### src/verilog/pfr_pkg.sv
package pfr_pkg;

  // Register byte offsets
  localparam logic [8:0] OFS_ANT_LEVEL = 9'h12C;
  localparam logic [8:0] OFS_THRESH_DIFF = 9'h12D;
  localparam logic [8:0] OFS_PRE_LOW = 9'h12E;
  localparam logic [8:0] OFS_PRE_HIGH = 9'h12F;
  localparam logic [8:0] OFS_SFD_LOW = 9'h130;
  localparam logic [8:0] OFS_SFD_HIGH = 9'h131;
  localparam logic [8:0] OFS_HDR_FLAGS = 9'h132;
  localparam logic [8:0] OFS_HDR_LEN = 9'h133;
  localparam logic [8:0] OFS_RX_SIGNAL = 9'h134;
  localparam logic [8:0] OFS_RX_SIZE = 9'h135;
  localparam logic [8:0] OFS_TX_SIGNAL = 9'h136;
  localparam logic [8:0] OFS_TX_SIZE = 9'h137;
  localparam logic [8:0] OFS_RX_PTR = 9'h13D;
  localparam logic [8:0] OFS_TX_PTR = 9'h13E;
  localparam logic [8:0] OFS_RX_BASE = 9'h140;
  localparam logic [8:0] OFS_TX_BASE = 9'h141;

  // Header field positions
  localparam int HDR_MODE_BIT = 7;
  localparam int HDR_FCS_BIT = 4;
  localparam int HDR_WHITEN_BIT = 3;
  localparam logic [7:0] HDR_RSVD_MASK = 8'h9F;

  // Level scale, preamble limits and reset value
  localparam logic [7:0] LEVEL_OFFSET = 8'h6B;
  localparam logic [15:0] PRE_MIN = 16'h0004;
  localparam logic [15:0] PRE_MAX = 16'h03E8;
  localparam logic [7:0] REG_RESET = 8'h00;

  typedef enum logic [3:0] {
    TX_IDLE = 4'b0001,
    TX_HDR0 = 4'b0010,
    TX_HDR1 = 4'b0100,
    TX_RUN = 4'b1000
  } pfr_tx_state_t;

  typedef struct packed {
    logic wr;
    logic rd;
    logic [8:0] addr;
    logic [7:0] wdata;
  } pfr_bus_req_t;

  typedef struct packed {
    logic we;
    logic [7:0] addr;
    logic [7:0] data;
  } pfr_mem_wr_t;

  typedef struct packed {
    logic [7:0] antLevel;
    logic [7:0] threshDiff;
    logic [7:0] preLow;
    logic [7:0] preHigh;
    logic [7:0] sfdLow;
    logic [7:0] sfdHigh;
    logic [7:0] hdrFlags;
    logic [7:0] hdrLen;
    logic [7:0] rxSignal;
    logic [7:0] rxSize;
    logic [7:0] txSignal;
    logic [7:0] txSize;
    logic [7:0] rxBase;
    logic [7:0] txBase;
    logic [7:0] rxPtr;
    logic [7:0] txPtr;
    pfr_tx_state_t txState;
    logic txPend;
    logic [7:0] rdData;
    logic preOk;
    pfr_mem_wr_t memWr;
    logic [7:0] memRdAddr;
    logic txValid;
    logic [7:0] txByte;
    logic almostFull;
    logic full;
    logic crcCorrect;
    logic rxEof;
  } pfr_state_t;

endpackage : pfr_pkg

### src/verilog/pfr_frame_buffer.sv
`timescale 1ns/1ps

// What this block does
// - Store second antenna level as dBm plus 107
// - Hold threshold minus latest evaluated level
// - Preamble count 16 bits, valid 4..1000
// - Delimiter word from low and high bytes
// - Receive copies both header bytes into registers
// - Transmit mirrors header from transmit base location
// - Flags bit 7 mode switch, bits 6:5 zero
// - Flags bit 4: 0 long check, 1 short
// - Long check never raises correct check event
// - Flags bit 3 marks whitened payload
// - Payload length 11 bits, between 2 and 2047; the block does not check the range, so 0 and 1 pass
// - Receive fill at signal offset raises almost full
// - Receive fill at size raises full, wraps
// - Transmit send at signal offset raises almost full
// - Transmit send at size raises full, wraps
module pfr_frame_buffer (
  input wire logic mclk,
  input wire logic reset,
  input wire pfr_pkg::pfr_bus_req_t busReq,
  output logic [7:0] readData,
  input wire logic [7:0] clearChannelThreshold,
  input wire logic rssiValid,
  input wire logic rssiAntenna,
  input wire logic [7:0] rssiDbm,
  input wire logic rxFrameStart,
  input wire logic rxHdrValid,
  input wire logic [7:0] rxHdrFlags,
  input wire logic [7:0] rxHdrLength,
  input wire logic rxByteValid,
  input wire logic [7:0] rxByte,
  input wire logic crcOkIn,
  input wire logic rxEofIn,
  input wire logic txStart,
  input wire logic txStop,
  input wire logic txByteReq,
  input wire logic [7:0] memRdData,
  output pfr_pkg::pfr_mem_wr_t memWr,
  output logic [7:0] memRdAddr,
  output logic txByteValid,
  output logic [7:0] txByte,
  output logic [15:0] preambleByteCount,
  output logic preambleCountOk,
  output logic [15:0] frameDelimiter,
  output logic modeSwitch,
  output logic fcsShort,
  output logic whitened,
  output logic [10:0] payloadLength,
  output logic bufferAlmostFull,
  output logic bufferFull,
  output logic crcCorrect,
  output logic rxEndOfFrame
);

  pfr_pkg::pfr_state_t s_q;
  pfr_pkg::pfr_state_t s_d;
  logic [7:0] rxPos;
  logic [15:0] preCount;

  assign preCount = {s_q.preHigh, s_q.preLow};

  always_comb
  begin
    s_d = s_q;
    s_d.rdData = pfr_pkg::REG_RESET;
    s_d.memWr.we = 1'b0;
    s_d.txValid = 1'b0;
    s_d.almostFull = 1'b0;
    s_d.full = 1'b0;
    s_d.crcCorrect = 1'b0;
    s_d.rxEof = 1'b0;
    rxPos = rxFrameStart ? 8'h00 : s_q.rxPtr;

    // Host writes; header bytes are read only and ignore writes
    if (busReq.wr)
    begin
      case (busReq.addr)
        pfr_pkg::OFS_ANT_LEVEL: s_d.antLevel = busReq.wdata;
        pfr_pkg::OFS_THRESH_DIFF: s_d.threshDiff = busReq.wdata;
        pfr_pkg::OFS_PRE_LOW: s_d.preLow = busReq.wdata;
        pfr_pkg::OFS_PRE_HIGH: s_d.preHigh = busReq.wdata;
        pfr_pkg::OFS_SFD_LOW: s_d.sfdLow = busReq.wdata;
        pfr_pkg::OFS_SFD_HIGH: s_d.sfdHigh = busReq.wdata;
        pfr_pkg::OFS_RX_SIGNAL: s_d.rxSignal = busReq.wdata;
        pfr_pkg::OFS_RX_SIZE: s_d.rxSize = busReq.wdata;
        pfr_pkg::OFS_TX_SIGNAL: s_d.txSignal = busReq.wdata;
        pfr_pkg::OFS_TX_SIZE: s_d.txSize = busReq.wdata;
        pfr_pkg::OFS_RX_BASE: s_d.rxBase = busReq.wdata;
        pfr_pkg::OFS_TX_BASE: s_d.txBase = busReq.wdata;
        default: ;
      endcase
    end

    // Unmapped reads return zero
    if (busReq.rd)
    begin
      case (busReq.addr)
        pfr_pkg::OFS_ANT_LEVEL: s_d.rdData = s_q.antLevel;
        pfr_pkg::OFS_THRESH_DIFF: s_d.rdData = s_q.threshDiff;
        pfr_pkg::OFS_PRE_LOW: s_d.rdData = s_q.preLow;
        pfr_pkg::OFS_PRE_HIGH: s_d.rdData = s_q.preHigh;
        pfr_pkg::OFS_SFD_LOW: s_d.rdData = s_q.sfdLow;
        pfr_pkg::OFS_SFD_HIGH: s_d.rdData = s_q.sfdHigh;
        pfr_pkg::OFS_HDR_FLAGS: s_d.rdData = s_q.hdrFlags;
        pfr_pkg::OFS_HDR_LEN: s_d.rdData = s_q.hdrLen;
        pfr_pkg::OFS_RX_SIGNAL: s_d.rdData = s_q.rxSignal;
        pfr_pkg::OFS_RX_SIZE: s_d.rdData = s_q.rxSize;
        pfr_pkg::OFS_TX_SIGNAL: s_d.rdData = s_q.txSignal;
        pfr_pkg::OFS_TX_SIZE: s_d.rdData = s_q.txSize;
        pfr_pkg::OFS_RX_PTR: s_d.rdData = s_q.rxPtr;
        pfr_pkg::OFS_TX_PTR: s_d.rdData = s_q.txPtr;
        pfr_pkg::OFS_RX_BASE: s_d.rdData = s_q.rxBase;
        pfr_pkg::OFS_TX_BASE: s_d.rdData = s_q.txBase;
        default: s_d.rdData = pfr_pkg::REG_RESET;
      endcase
    end

    // Measurements override a host write in the same cycle
    if (rssiValid)
    begin
      if (rssiAntenna)
      begin
        s_d.antLevel = rssiDbm + pfr_pkg::LEVEL_OFFSET;
      end
      s_d.threshDiff = clearChannelThreshold - (rssiDbm + pfr_pkg::LEVEL_OFFSET);
    end

    s_d.preOk = (preCount >= pfr_pkg::PRE_MIN) && (preCount <= pfr_pkg::PRE_MAX);

    if (rxHdrValid)
    begin
      s_d.hdrFlags = rxHdrFlags & pfr_pkg::HDR_RSVD_MASK;
      s_d.hdrLen = rxHdrLength;
    end

    // Receive fill; a frame start restarts at the base
    if (rxFrameStart)
    begin
      s_d.rxPtr = 8'h00;
    end
    if (rxByteValid)
    begin
      s_d.memWr.we = 1'b1;
      s_d.memWr.addr = s_q.rxBase + rxPos;
      s_d.memWr.data = rxByte;
      s_d.almostFull = (rxPos == s_q.rxSignal);
      if (rxPos == s_q.rxSize)
      begin
        s_d.full = 1'b1;
        s_d.rxPtr = 8'h00;
      end
      else
      begin
        s_d.rxPtr = rxPos + 8'h01;
      end
    end

    // Short check only; long check is left to the host
    s_d.crcCorrect = crcOkIn && s_q.hdrFlags[pfr_pkg::HDR_FCS_BIT];
    s_d.rxEof = rxEofIn;

    // Transmit: header read back from base, then rolling send
    unique case (s_q.txState)
      pfr_pkg::TX_IDLE:
      begin
        if (txStart)
        begin
          s_d.memRdAddr = s_q.txBase;
          s_d.txState = pfr_pkg::TX_HDR0;
        end
      end
      pfr_pkg::TX_HDR0:
      begin
        s_d.hdrFlags = memRdData & pfr_pkg::HDR_RSVD_MASK;
        s_d.memRdAddr = s_q.txBase + 8'h01;
        s_d.txState = pfr_pkg::TX_HDR1;
      end
      pfr_pkg::TX_HDR1:
      begin
        s_d.hdrLen = memRdData;
        s_d.txPtr = 8'h00;
        s_d.txPend = 1'b0;
        s_d.txState = pfr_pkg::TX_RUN;
      end
      pfr_pkg::TX_RUN:
      begin
        if (txStop)
        begin
          s_d.txPend = 1'b0;
          s_d.txState = pfr_pkg::TX_IDLE;
        end
        else if (s_q.txPend)
        begin
          // A request during the fetch is dropped; one byte in flight
          s_d.txByte = memRdData;
          s_d.txValid = 1'b1;
          s_d.txPend = 1'b0;
        end
        else if (txByteReq)
        begin
          s_d.memRdAddr = s_q.txBase + s_q.txPtr;
          s_d.txPend = 1'b1;
          s_d.almostFull = s_d.almostFull || (s_q.txPtr == s_q.txSignal);
          if (s_q.txPtr == s_q.txSize)
          begin
            s_d.full = 1'b1;
            s_d.txPtr = 8'h00;
          end
          else
          begin
            s_d.txPtr = s_q.txPtr + 8'h01;
          end
        end
      end
    endcase
  end

  always_ff @(posedge mclk)
  begin
    if (reset)
    begin
      s_q <= '0;
      s_q.txState <= pfr_pkg::TX_IDLE;
    end
    else
    begin
      s_q <= s_d;
    end
  end

  assign readData = s_q.rdData;
  assign memWr = s_q.memWr;
  assign memRdAddr = s_q.memRdAddr;
  assign txByteValid = s_q.txValid;
  assign txByte = s_q.txByte;
  assign preambleByteCount = preCount;
  assign preambleCountOk = s_q.preOk;
  assign frameDelimiter = {s_q.sfdHigh, s_q.sfdLow};
  assign modeSwitch = s_q.hdrFlags[pfr_pkg::HDR_MODE_BIT];
  assign fcsShort = s_q.hdrFlags[pfr_pkg::HDR_FCS_BIT];
  assign whitened = s_q.hdrFlags[pfr_pkg::HDR_WHITEN_BIT];
  assign payloadLength = {s_q.hdrFlags[2:0], s_q.hdrLen};
  assign bufferAlmostFull = s_q.almostFull;
  assign bufferFull = s_q.full;
  assign crcCorrect = s_q.crcCorrect;
  assign rxEndOfFrame = s_q.rxEof;

  logic [7:0] readAnt;
  assign readAnt = s_q.antLevel;
endmodule : pfr_frame_buffer

### config.mk
export PLATFORM = sky130hd
export DESIGN_NAME = pfr_frame_buffer
export DESIGN_NICKNAME = d
export VERILOG_FILES = /design/src/verilog/pfr_pkg.sv /design/src/verilog/pfr_frame_buffer.sv
export SDC_FILE = /design/constraint.sdc
export NUM_CORES = 1
export LEC_CHECK = 0
export BUFFER_PORTS_ARGS = -buffer_cell sky130_fd_sc_hd__buf_2
export CAP_MARGIN = 20
export CORE_MARGIN = 5
export CORE_UTILIZATION = 46
export DETAILED_ROUTE_END_ITERATION = 7
export GPL_ROUTABILITY_DRIVEN = 0
export PLACE_DENSITY = 0.67
export SYNTH_ARGS = -nofsm -noshare
export SYNTH_HDL_FRONTEND = slang
export SYNTH_SLANG_ARGS = --single-unit
### constraint.sdc
create_clock -name mclk -period 6.58 [get_ports mclk]
set_input_delay 0.987 -clock mclk [delete_from_list [all_inputs] [get_ports mclk]]
set_output_delay 0.987 -clock mclk [all_outputs]
set_load 0.05 [all_outputs]
; ---- Word-level counts from Yosys, hierarchy flattened
; Cells that the tools add are included.
[word_totals]
regBits = 178
inputBits = 79
output_inout_bits = 93
wordCells = 138
[classes]
add_sub_neg = 7
order_cmp = 2
n_eq_ne = 29
n_mux = 41
bitwise_logic = 3
n_reduce_logical = 26
[ops]
columns = cell, n
row1 = 2-to-1 mux 8 bit, 19
row2 = == test 9 bit (second input constant), 16
row3 = one-hot mux 8 bit (16 select lines), 1
row4 = 2-to-1 mux 48 bit, 1
row5 = == test 8 bit, 4
row6 = 2-to-1 mux 16 bit, 2
row7 = adder 8 x 1 -> 8 bit (second input constant), 3
row8 = one-hot mux 8 bit (3 select lines), 1
row9 = AND reduction 2 bit, 12
row10 = 2-to-1 mux 19 bit, 1
row11 = 2-to-1 mux 17 bit, 1
row12 = adder 8 bit, 2
row13 = greater-or-equal comparator 16 x 3 -> 1 bit (second input constant), 1
row14 = less-or-equal comparator 16 x 10 -> 1 bit (second input constant), 1
row15 = one-hot mux 4 bit (4 select lines), 1
row16 = one-hot mux 8 bit (2 select lines), 1
row17 = != test 2 bit (second input constant), 5
row18 = nonzero test 2 bit, 5
row19 = 2-to-1 mux 9 bit, 1
row20 = adder 8 x 7 -> 8 bit (second input constant), 1
row21 = 2-to-1 mux 2 bit, 4
row22 = 2-to-1 mux 4 bit, 2
row23 = subtractor 8 bit, 1
row24 = 2-to-1 mux 1 bit, 5
row25 = other kinds (14), 17

; ---- Logic depth before layout (Yosys ltp)
; Gate-level depths: netlist of the first run.
[depth]
ltp_word = 9
depth_mapped = 11
ltp_nobuf = 10

; ---- Least setup slack after synthesis of the first run
; No wires, ideal clock.
[synth_timing]
path_kind = in2reg
startpoint = input rssiDbm[0]
endpoint = register s_q[170] in the netlist's numbering
setup_ns = 0.103
arrival_time_ns = 2.859
required_ns = 6.477
slack_ns = 3.618
path_stages = 8
path_buffers = 0
cell_sequence = inv_1 -> ha_1 -> fa_1 -> a21o_1 -> maj3_1 -> nor2_1 -> mux2i_1 -> a2111oi_2
[synth_via]
elab_chain_cells = 3
[synth_rtl]
columns = item, line_no
row1 = "start, declared", pfr_frame_buffer.sv:27  ; input wire logic [7:0] rssiDbm,
row2 = adder 8 x 7 -> 8 bit, pfr_frame_buffer.sv:127  ; s_d.threshDiff = clearChannelThreshold - (rssiDbm + pfr_pkg::LEVEL_OFFSET);
row3 = subtractor 8 bit, pfr_frame_buffer.sv:127
row4 = 2-to-1 mux 16 bit, pfr_frame_buffer.sv:121  ; if (rssiValid)
row5 = "end, declared", pfr_frame_buffer.sv:57  ; pfr_pkg::pfr_state_t s_q;
; No other way between the ends.
; A chain may end at the register's enable or synchronous reset.

; ---- Worst setup path after layout of the first run
[layout_timing]
startpoint = input busReq[14] in the netlist's numbering
endpoint = register s_q (netlist bit frameDelimiter[3])
[layout_via]
elab_chain_cells = 2
[layout_rtl]
columns = item, line_no
row1 = "start, declared", pfr_frame_buffer.sv:22  ; input wire pfr_pkg::pfr_bus_req_t busReq,
row2 = == test 9 bit, pfr_frame_buffer.sv:79  ; case (busReq.addr)
row3 = AND reduction 2 bit (no line), --
; No other way between the ends.

==> impl_metrics.json, run 1 <==
{
  "run_status": "finished clean",
  "io_buffers": 169,
  "post_synth_edffs": 0,
  "drt_first_pass_iters": 6,
  "min-delay-path-class": "register to register",
  "synth_xor_area_share_pct": 5.068,
  "power_switching_share_pct": 29.23,
  "netlist.top_cell.by_area": "sky130_fd_sc_hd__dfxtp_1",
  "cts_inserted_buffers": 17,
  "hp-start": "txByte[5]$_SDFFE_PP0P_",
  "drive_above_1_share_pct": 17.28,
  "num_antenna_cells": 0,
  "post-dp-hpwl_mm": 22.93,
  "synth-seq-area-share_pct": 34.12,
  "crit_path_start": "busReq[14]",
  "route.final.wire_length_mm": 31.67,
  "maxCapViolCount": 0,
  "setup_total_negative_slack_ns": 0,
  "critPathMaxFanout": 12,
  "rr_endpoint": "memWr[14]$_SDFFE_PP0P_",
  "report.final.setup_viol": 0,
  "worst_slew_margin_rel_pct": 37.07,
  "synthDistinctLibCells": 77,
  "rr_startpoint": "s_q[60]$_SDFF_PP0_",
  "worst_setup_path_end_kind": "register",
  "layout.nets": 1399,
  "mappedNetlistNets": 1378,
  "dp_slack_ns": 3.229,
  "hold_slack_ns": 0.4544,
  "synth_top_family_by_area": "simple AND/OR/NAND/NOR gates",
  "rsz0062_at_grt": "no",
  "cts_num_sinks": 178,
  "pin_count": 172,
  "static-leakage-power_uw": 0.004535,
  "initial_core_util_pct": 46.41,
  "avgViaCountPerCell": 5.929,
  "vdd.ir_drop.worst_uv": 162.5,
  "critPathRequiredTime_ns": 6.87,
  "avgSynthCellArea_um2": 8.197,
  "startpoint_type": "input port",
  "power.internal_uw": 1736,
  "cts-root-to-sink-buffers": 2,
  "synth_adder_area_share_pct": 3.499,
  "post_cts_resized": 0,
  "drt_drc": 0,
  "detail_route.iter0.violations": 1164,
  "power_frac_clock_pct": 42.4,
  "final-hold-violation-count": 0,
  "holdPathStages": 2,
  "yosys.area_share.simple_pct": 20.40,
  "share_seq_of_total_power_pct": 45.8,
  "synth_compound_gate_area_share_pct": 17.43,
  "grt_pass1_wl_mm": 49.34,
  "grt_remaining_overflow": 0,
  "p_sw_uw": 717.2,
  "ffs_w_async_s_r_synth_pct": 0,
  "cts_root_buffer": "sky130_fd_sc_hd__clkbuf_16",
  "postPlaceCellArea_mm2": 0.01069,
  "synth_seq_cells": 178,
  "die_height_um": 160.7,
  "reg2reg_setup_slack_ns": 3.95,
  "drtAntennaViolNets": 0,
  "final_area_mm2": 0.01128,
  "die_width_um": 160.7,
  "number_of_cells_produced_by_synthesis": 1274,
  "synth_area_mm2": 0.01044,
  "ys_dominant_reg_cell": "sky130_fd_sc_hd__dfxtp_1",
  "layout_min_cycle_time_ns": 3.053,
  "critical_path_at_ns": 3.34,
  "route.detailed.wl_per_inst_um": 19.88,
  "worst-slew-pin-transition_ns": 0.9421,
  "path_clk_slew_ns": 0.07,
  "postCtsSetupBuffers": 0,
  "hold_path_end": "txByte[5]$_SDFFE_PP0P_",
  "clock_skew_ns": 0.01029,
  "synth_top_area_share_pct": 34.12,
  "yosys_warnings": 0,
  "synth_mux_area_share_pct": 9.118,
  "cts_tree": "done",
  "combinational_share_of_power_pct": 11.7,
  "clk_latency_ns": 0.44,
  "fmaxAchievable_ghz": 0.3276,
  "syn_to_final_growth_pct": 8.052,
  "top_area_cells_in_the_synthesized_netlist": "sky130_fd_sc_hd__dfxtp_1 (34%), sky130_fd_sc_hd__mux2i_1 (7.3%), sky130_fd_sc_hd__buf_4 (6.0%)",
  "postLayoutSetupSlackWorst_ns": 3.527,
  "grtUsageTotal_pct": 23.66,
  "timing_worst_setup_path_type": "input port to register",
  "maxSlewViolCount": 0,
  "post-synth-top-count-cell": "sky130_fd_sc_hd__dfxtp_1",
  "ctsHtreeMaxLevel": 4,
  "ff2ff_path_depth": 10,
  "antenna_found_initial": 2,
  "powerDensity_mw_per_mm2": 217.5,
  "holdBufCountCts": 0,
  "grt_start_max_net_pins": 71,
  "ys_top_cells_by_count": "sky130_fd_sc_hd__dfxtp_1 (178), sky130_fd_sc_hd__nor2_1 (158), sky130_fd_sc_hd__nand2_1 (126), sky130_fd_sc_hd__a21oi_1 (97), sky130_fd_sc_hd__buf_4 (84)",
  "vias": 9445,
  "fp.coreArea_mm2": 0.02250,
  "timing.final.crit_share_pct": 46.39,
  "first_global_vias": 8757,
  "floorplan.die_area_mm2": 0.02581,
  "fp-row-count": 55
}
[critical path: stages]
cell and delay [ns]:
sky130_fd_sc_hd__buf_2 0.13, sky130_fd_sc_hd__nor4bb_1 0.71, sky130_fd_sc_hd__nand2_1 0.22, sky130_fd_sc_hd__nor2_1 0.68, sky130_fd_sc_hd__nand2_1 0.38, sky130_fd_sc_hd__nand2_1 0.15, sky130_fd_sc_hd__a21oi_1 0.07
[registers in the layout, indices dropped and copies added, names as in the netlist, 8 cells and up]
signal,count
txByte,8
frameDelimiter,16
memRdAddr,8
s_q,77
payloadLength,11
readData,8
preambleByteCount,16
readAnt,8
memWr,17
[how the worst max path moves through the flow]
stage                                          end  slack, ns
finish              frameDelimiter[3]$_SDFFE_PP0P_       3.53
global route        frameDelimiter[6]$_SDFFE_PP0P_       3.42
CTS                          readAnt[1]$_SDFF_PP0_       3.69
detailed placement  frameDelimiter[2]$_SDFFE_PP0P_       3.23
global placement    frameDelimiter[2]$_SDFFE_PP0P_       3.24
floorplan                    s_q[170]$_SDFFE_PP0P_       3.62
[power by group through the flow]
stage | sequential (uW) | combinational [uW] | clock, uW
4_1_cts | 1120 | 286 | 1050
3_5_place_dp | 1150 | 285 | 0
5_1_grt | 1130 | 309 | 1100
3_3_place_gp | 1150 | 283 | 0
2_1_floorplan | 1150 | 209 | 0
6_report | 1120 | 288 | 1040
[placed cells by master, fill, tap and decap left out, types with 6 or more instances in the layout]
cell / count
sky130_fd_sc_hd__dfxtp_1: 178
sky130_fd_sc_hd__buf_2: 168
sky130_fd_sc_hd__nor2_1: 158
sky130_fd_sc_hd__nand2_1: 126
sky130_fd_sc_hd__a21oi_1: 97
sky130_fd_sc_hd__mux2i_1: 76
sky130_fd_sc_hd__nand3_1: 51
sky130_fd_sc_hd__xor2_1: 31
sky130_fd_sc_hd__a211oi_1: 29
sky130_fd_sc_hd__xnor2_1: 25
sky130_fd_sc_hd__inv_1: 23
sky130_fd_sc_hd__a22oi_1: 23
sky130_fd_sc_hd__ha_1: 22
sky130_fd_sc_hd__a31oi_1: 20
sky130_fd_sc_hd__o21ai_0: 20
sky130_fd_sc_hd__nor3_1: 17
sky130_fd_sc_hd__clkbuf_16: 17
sky130_fd_sc_hd__nor2b_1: 14
sky130_fd_sc_hd__and3_1: 12
sky130_fd_sc_hd__nand4_1: 11
sky130_fd_sc_hd__nand2b_1: 9
sky130_fd_sc_hd__nor4_1: 9
sky130_fd_sc_hd__a22o_1: 9
sky130_fd_sc_hd__mux2_1: 8
sky130_fd_sc_hd__nor4bb_1: 7
sky130_fd_sc_hd__a21o_1: 7
sky130_fd_sc_hd__or3_1: 7
sky130_fd_sc_hd__o21ai_1: 6
sky130_fd_sc_hd__and2_1: 6
sky130_fd_sc_hd__o32ai_1: 6
sky130_fd_sc_hd__a221oi_1: 6
sky130_fd_sc_hd__buf_4: 6
[final cells by class]
type | count | area [um^2]
Multi-Input combinational cell | 900 | 5798
Fill cell | 2164 | 11220
Clock inverter | 15 | 163.9
Sequential cell | 178 | 3563
Tap cell | 285 | 356.6
Clock buffer | 17 | 425.4
Timing Repair Buffer | 174 | 885.9
Inverter | 24 | 90.09
[stage by stage]
stage	utilization, %	power [uW]	cells
floorplan	-	1356	1274
global placement	47.52	1431	1561
detailed placement	47.52	1434	1561
CTS	50.14	2463	1593
global route	50.14	2542	1593
finish	50.14	2454	1593
[cell families (layout without fill, tap and decap cells)]
group / after synthesis / in the layout
and+or+nand+nor: 451 / 451
AOI/OAI and AO/OA: 273 / 273
buffers and inverters: 196 / 230
DFF: 178 / 178
muxes: 90 / 90
xor gates and xnor gates: 58 / 58
adders and majority gates: 28 / 28
[per-layer routing]
| metal | global-route usage, % | part of all wire, % | vias up |
|---|---|---|---|
| met4 | 7.939 | 2.7 | 4 |
| met2 | 36.90 | 45 | 453 |
| met5 | 0 | 0.079 | - |
| met1 | 32.50 | 43 | 4455 |
| met3 | 5.260 | 8.7 | 70 |
| li1 | - | - | 4463 |
Note: power is estimated with default switching activity, not from simulation.
==> run 2: changes to the inputs <==
Clock period 6.58 ns to 3.15 ns, I/O delays scaled along.
==> run 2 against run 1 <==
  * Clock skew grew 0.0034 ns
  * Non-clock buffer count grew 16
  * Sequential share of layout area shrank 0.44 points
  * Die area unchanged
  * Register-to-register slack lost 3.3 ns
  * Utilization up 0.70 points
  * Clock-buffer cell count increased by 2
  * Worst hold slack worse by 0.20 ns
  * Combinational power grew 110%
  * Via count is 0.39% higher
  * Clock power up 110%
  * Largest power group unchanged
  * Highest routed layer unchanged
==> impl_metrics.json, run 2 (synthesized netlist as in run 1, its figures left out) <==
{
  "largest_register": "s_q",
  "setup_total_negative_slack_ns": 0,
  "critPathMaxFanout": 9,
  "route.final.wire_length_mm": 31.75,
  "syn_to_final_growth_pct": 9.562,
  "final_core_utilization_pct": 50.84,
  "layout.nets": 1415,
  "worst_setup_path_end_kind": "register",
  "timing.final.crit_share_pct": 79.20,
  "cts_root_buffer": "sky130_fd_sc_hd__clkbuf_16",
  "worst-slew-pin-transition_ns": 0.7780,
  "initial_core_util_pct": 46.41,
  "route.detailed.wl_per_inst_um": 19.73,
  "fp.coreArea_mm2": 0.02250,
  "antenna_found_initial": 2,
  "cts_num_sinks": 178,
  "critPathRequiredTime_ns": 3.52,
  "drt_drc": 0,
  "cp_cell_sequence": "ha_1 > inv_1 > fa_1 > nor2b_1 > o21ai_0 > nor3b_1 > o31a_1 > a211o_1 > a21oi_1",
  "path_clk_slew_ns": 0.07,
  "min-delay-path-class": "input port to register",
  "maxCapViolCount": 0,
  "grt_remaining_overflow": 0,
  "pin_count": 172,
  "clock_skew_ns": 0.01371,
  "vias": 9482,
  "post_cts_resized": 0,
  "fp-row-count": 55,
  "static-leakage-power_uw": 0.004628,
  "startpoint_type": "register",
  "cpLargestDelayFamily": "compound AO/OA/AOI/OAI gates",
  "avgViaCountPerCell": 5.893,
  "first_global_vias": 8975,
  "layout_min_cycle_time_ns": 2.495,
  "ctsHtreeMaxLevel": 4,
  "cts_inserted_buffers": 17,
  "layout.cells.most_common": "sky130_fd_sc_hd__dfxtp_1",
  "drtAntennaViolNets": 0,
  "maxSlewViolCount": 0,
  "powerDensity_mw_per_mm2": 451.8,
  "drive_above_1_share_pct": 18.20,
  "grt_pass1_wl_mm": 49.52,
  "cts-root-to-sink-buffers": 2,
  "die_width_um": 160.7,
  "floorplan.die_area_mm2": 0.02581,
  "rsz0062_at_grt": "no",
  "design_power_total_uw": 5169,
  "num_antenna_cells": 0,
  "highest_count_cells_in_the_layout_ignoring_fill_and_taps": "sky130_fd_sc_hd__dfxtp_1 (178), sky130_fd_sc_hd__buf_2 (168), sky130_fd_sc_hd__nor2_1 (158)",
  "crit_buf_inv": 1,
  "hold_slack_ns": 0.2513,
  "final-hold-violation-count": 0,
  "detail_route.iter0.violations": 1234,
  "critical_path_slowest_stage_cell": "sky130_fd_sc_hd__dfxtp_1",
  "cts_tree": "done",
  "grtUsageTotal_pct": 23.79,
  "timing_worst_setup_path_type": "register to register",
  "holdBufCountCts": 0,
  "largest_reg_flops": 77,
  "report.final.setup_viol": 0,
  "vdd.ir_drop.worst_uv": 325.6,
  "drt_first_pass_iters": 8,
  "worst_slew_margin_rel_pct": 47.41,
  "run_status": "finished clean",
  "die_height_um": 160.7,
  "grt_start_max_net_pins": 63,
  "io_buffers": 169,
  "fmaxAchievable_ghz": 0.4008,
  "clk_latency_ns": 0.44,
  "postCtsSetupBuffers": 0,
  "post-dp-hpwl_mm": 23.25,
  "critical_path.max_stage_delay_ns": 0.62,
  "critical_path_at_ns": 2.87
}
==> run 2: changes by cell type in the layout (fill, tap and decap cells not counted), sizes merged <==
cell | previous run | this run
clkinv | 4 | 5
clkbuf | 17 | 19
clkinvlp | 1 | 3
bufinv | 1 | 3
inv | 33 | 26
buf | 174 | 190
==> run 2: path summary, 6_finish.rpt <==
| kind | start | to | slack, ns | cells past startpoint |
|---|---|---|---|---|
| setup / recovery | s_q[52]$_SDFFE_PP0P_ | memRdAddr[4]$_SDFFE_PP0P_ | 0.66 | 9 |
| hold / removal | rxEofIn | rxEndOfFrame$_SDFF_PP0_ | 0.25 | 2 |
| setup reg to reg | s_q[52]$_SDFFE_PP0P_ | memRdAddr[4]$_SDFFE_PP0P_ | 0.66 | 9 |
| hold reg to reg | txByte[6]$_SDFFE_PP0P_ | txByte[6]$_SDFFE_PP0P_ | 0.45 | 2 |
==> run 2: final cells by class <==
type,instances,area [um^2]
clock buffers,19,442.9
inverters,24,90.09
flip-flops and latches,178,3563
fillers,2152,11060
repair buffers,190,1031
multi-input cells,900,5798
well taps,285,356.6
clock inverters,13,158.9
==> run 2: where the power goes <==
group / switching [uW] / internal, uW
registers: 51.0 / 2300
logic: 407 / 204
clock network: 935 / 1270
==> run 2: routing by layer <==
metal	share of wire (%)	wire [um]	GRT usage (%)	up-vias
met3	8.9	2818	4.901	84
li1	-	-	-	4501
met4	3.5	1124	9.112	4
met5	0.066	21	0	-
met2	45	14230	37.26	462
met1	43	13560	32.32	4431
==> run 2: through the flow <==
| stage | cells | area, um^2 | setup slack [ns] |
|---|---|---|---|
| floorplan | 1274 | 10440 | 0.7024 |
| global placement | 1577 | 10840 | 0.4447 |
| detailed placement | 1577 | 10840 | 0.4025 |
| CTS | 1609 | 11440 | 0.6764 |
| global route | 1609 | 11440 | 0.4682 |
| finish | 1609 | 11440 | 0.6553 |
==> run 3: changes to the inputs <==
Clock period 3.15 ns to 2.3 ns, I/O delays scaled along.
==> run 3 against run 2 <==
  * Fmax up 15%
  * Combinational power rose by 52%
  * Die area unchanged
  * Power up 39%
  * Wire length up 2.7%
  * Utilization grew 2.6 points
  * Non-clock buffer count up 71
  * Cell area grew 5.1%
  * Clock-buffer cell count is the same
  * Global-route usage up 0.85 points
  * Clock skew shrank 0.0016 ns
  * Critical path depth unchanged
==> impl_metrics.json, run 3 (synthesized netlist as in run 1, its figures left out) <==
{
  "cts_num_sinks": 178,
  "die_height_um": 160.7,
  "timing.final.crit_share_pct": 94.46,
  "detail_route.iter0.violations": 1183,
  "rr_endpoint": "memRdAddr[4]$_SDFFE_PP0P_",
  "io_buffers": 169,
  "first_global_vias": 9152,
  "hold_slack_ns": 0.1295,
  "run_status": "finished clean",
  "report.final.setup_viol": 0,
  "maxSlewViolCount": 0,
  "design_power_total_uw": 7190,
  "drive_above_1_share_pct": 22.58,
  "hold_path_end": "rxEndOfFrame$_SDFF_PP0_",
  "num_antenna_cells": 0,
  "ctsHtreeMaxLevel": 4,
  "syn_to_final_growth_pct": 15.16,
  "multi_input_comb_area_mm2": 0.005808,
  "filler_cell_count": 2113,
  "vdd.ir_drop.worst_uv": 344.0,
  "clock_skew_ns": 0.01216,
  "antenna_found_initial": 2,
  "vias": 9675,
  "fmaxAchievable_ghz": 0.4603,
  "grt_start_max_net_pins": 61,
  "highest_count_cells_in_the_layout_ignoring_fill_and_taps": "sky130_fd_sc_hd__dfxtp_1 (178), sky130_fd_sc_hd__buf_2 (168), sky130_fd_sc_hd__nor2_1 (158)",
  "min-delay-path-class": "input port to register",
  "final-hold-violation-count": 0,
  "crit_path_start": "s_q[52]$_SDFFE_PP0P_",
  "worst_slew_margin_rel_pct": 54.12,
  "critPathMaxFanout": 3,
  "fp.coreArea_mm2": 0.02250,
  "ff2ff_path_depth": 9,
  "postCtsSetupBuffers": 0,
  "largest_reg_flops": 77,
  "cts_inserted_buffers": 17,
  "holdPathStages": 2,
  "startpoint_type": "register",
  "rr_startpoint": "s_q[52]$_SDFFE_PP0P_",
  "regArea_mm2": 0.003563,
  "postPlaceCellArea_mm2": 0.01141,
  "post-dp-hpwl_mm": 24.28,
  "layout.nets": 1486,
  "final_area_mm2": 0.01203,
  "drt_drc": 0,
  "static-leakage-power_uw": 0.004997,
  "cts_root_buffer": "sky130_fd_sc_hd__clkbuf_16",
  "pin_count": 172,
  "avgViaCountPerCell": 5.759,
  "path_clk_slew_ns": 0.07,
  "grt_remaining_overflow": 0,
  "placedCellCount": 1648,
  "cts_tree": "done",
  "grt_pass1_wl_mm": 51.32,
  "route.final.wire_length_mm": 32.62,
  "critical_path_at_ns": 2.54,
  "largest_register": "s_q",
  "floorplan.die_area_mm2": 0.02581,
  "non_filler_cells_final": 1680,
  "reg2reg_setup_slack_ns": 0.13,
  "timing_worst_setup_path_type": "register to register",
  "drtAntennaViolNets": 0,
  "initial_core_util_pct": 46.41,
  "setup_total_negative_slack_ns": 0,
  "cts-root-to-sink-buffers": 2,
  "rsz0062_at_grt": "no",
  "drt_first_pass_iters": 6,
  "layout.cells.most_common": "sky130_fd_sc_hd__dfxtp_1",
  "route.detailed.wl_per_inst_um": 19.41,
  "layout_min_cycle_time_ns": 2.172,
  "worst-slew-pin-transition_ns": 0.6881,
  "maxCapViolCount": 0,
  "worst_setup_path_end_kind": "register",
  "fp-row-count": 55,
  "powerDensity_mw_per_mm2": 597.9,
  "clk_latency_ns": 0.43,
  "grtUsageTotal_pct": 24.64,
  "die_width_um": 160.7,
  "critPathRequiredTime_ns": 2.67,
  "hp-start": "rxEofIn"
}
## run 3: worst max-delay path by stage
stage	endpoint	cells past startpoint
after global routing	memWr[14]$_SDFFE_PP0P_	10
after CTS	memRdAddr[4]$_SDFFE_PP0P_	9
after global placement	s_q[170]$_SDFFE_PP0P_	9
after floorplan	memWr[14]$_SDFFE_PP0P_	11
final	memRdAddr[4]$_SDFFE_PP0P_	9
after detailed placement	s_q[170]$_SDFFE_PP0P_	9
## run 3: cell type report
cell class / instances / area share [%]
Tap cell: 285 / 2.965
Clock buffer: 19 / 3.600
Timing Repair Buffer: 261 / 13.32
Clock inverter: 13 / 1.436
Multi-Input combinational cell: 900 / 48.30
Inverter: 24 / 0.7491
Sequential cell: 178 / 29.63
## run 3: critical path: stages, from the launching register on
cell and delay (ns):
sky130_fd_sc_hd__dfxtp_1 0.37, sky130_fd_sc_hd__ha_2 0.21, sky130_fd_sc_hd__inv_1 0.05, sky130_fd_sc_hd__fa_1 0.41, sky130_fd_sc_hd__nor2b_1 0.13, sky130_fd_sc_hd__o21ai_0 0.13, sky130_fd_sc_hd__nor3b_1 0.18, sky130_fd_sc_hd__o31a_1 0.23
sky130_fd_sc_hd__a211o_1 0.26, sky130_fd_sc_hd__a21oi_1 0.13
## run 3: through the flow
step | utilization (%) | worst slack, ns
after floorplan | - | 0.007873
after global placement | 50.71 | -0.1232
after detailed placement | 50.71 | -0.1803
after CTS | 53.41 | 0.1404
after global routing | 53.44 | 0.0002507
final | 53.44 | 0.1275
## run 3: metal layers
layer  global-route usage, %  vias to the layer above  routed length, um  part of all wire, %
met5                       0                        -                 20                0.061
met4                   8.252                        4                880                  2.7
met3                   5.799                       67               2959                  9.1
met2                   38.62                      456              14800                   45
met1                   33.48                     4518              13960                   43
li1                        -                     4630                  -                    -
## run 3: power by group
group	total [uW]	switching (uW)	leakage (uW)	internal, uW
sequential	3210	58.2	0.00144	3150
combinational	928	588	0.00326	340
clock	3050	1320	0.000293	1730
## run 3: repair_timing
item	in CTS	in global routing
hold buffers	0	0
endpoints found under the setup margin	0	2
gates resized for setup	0	3
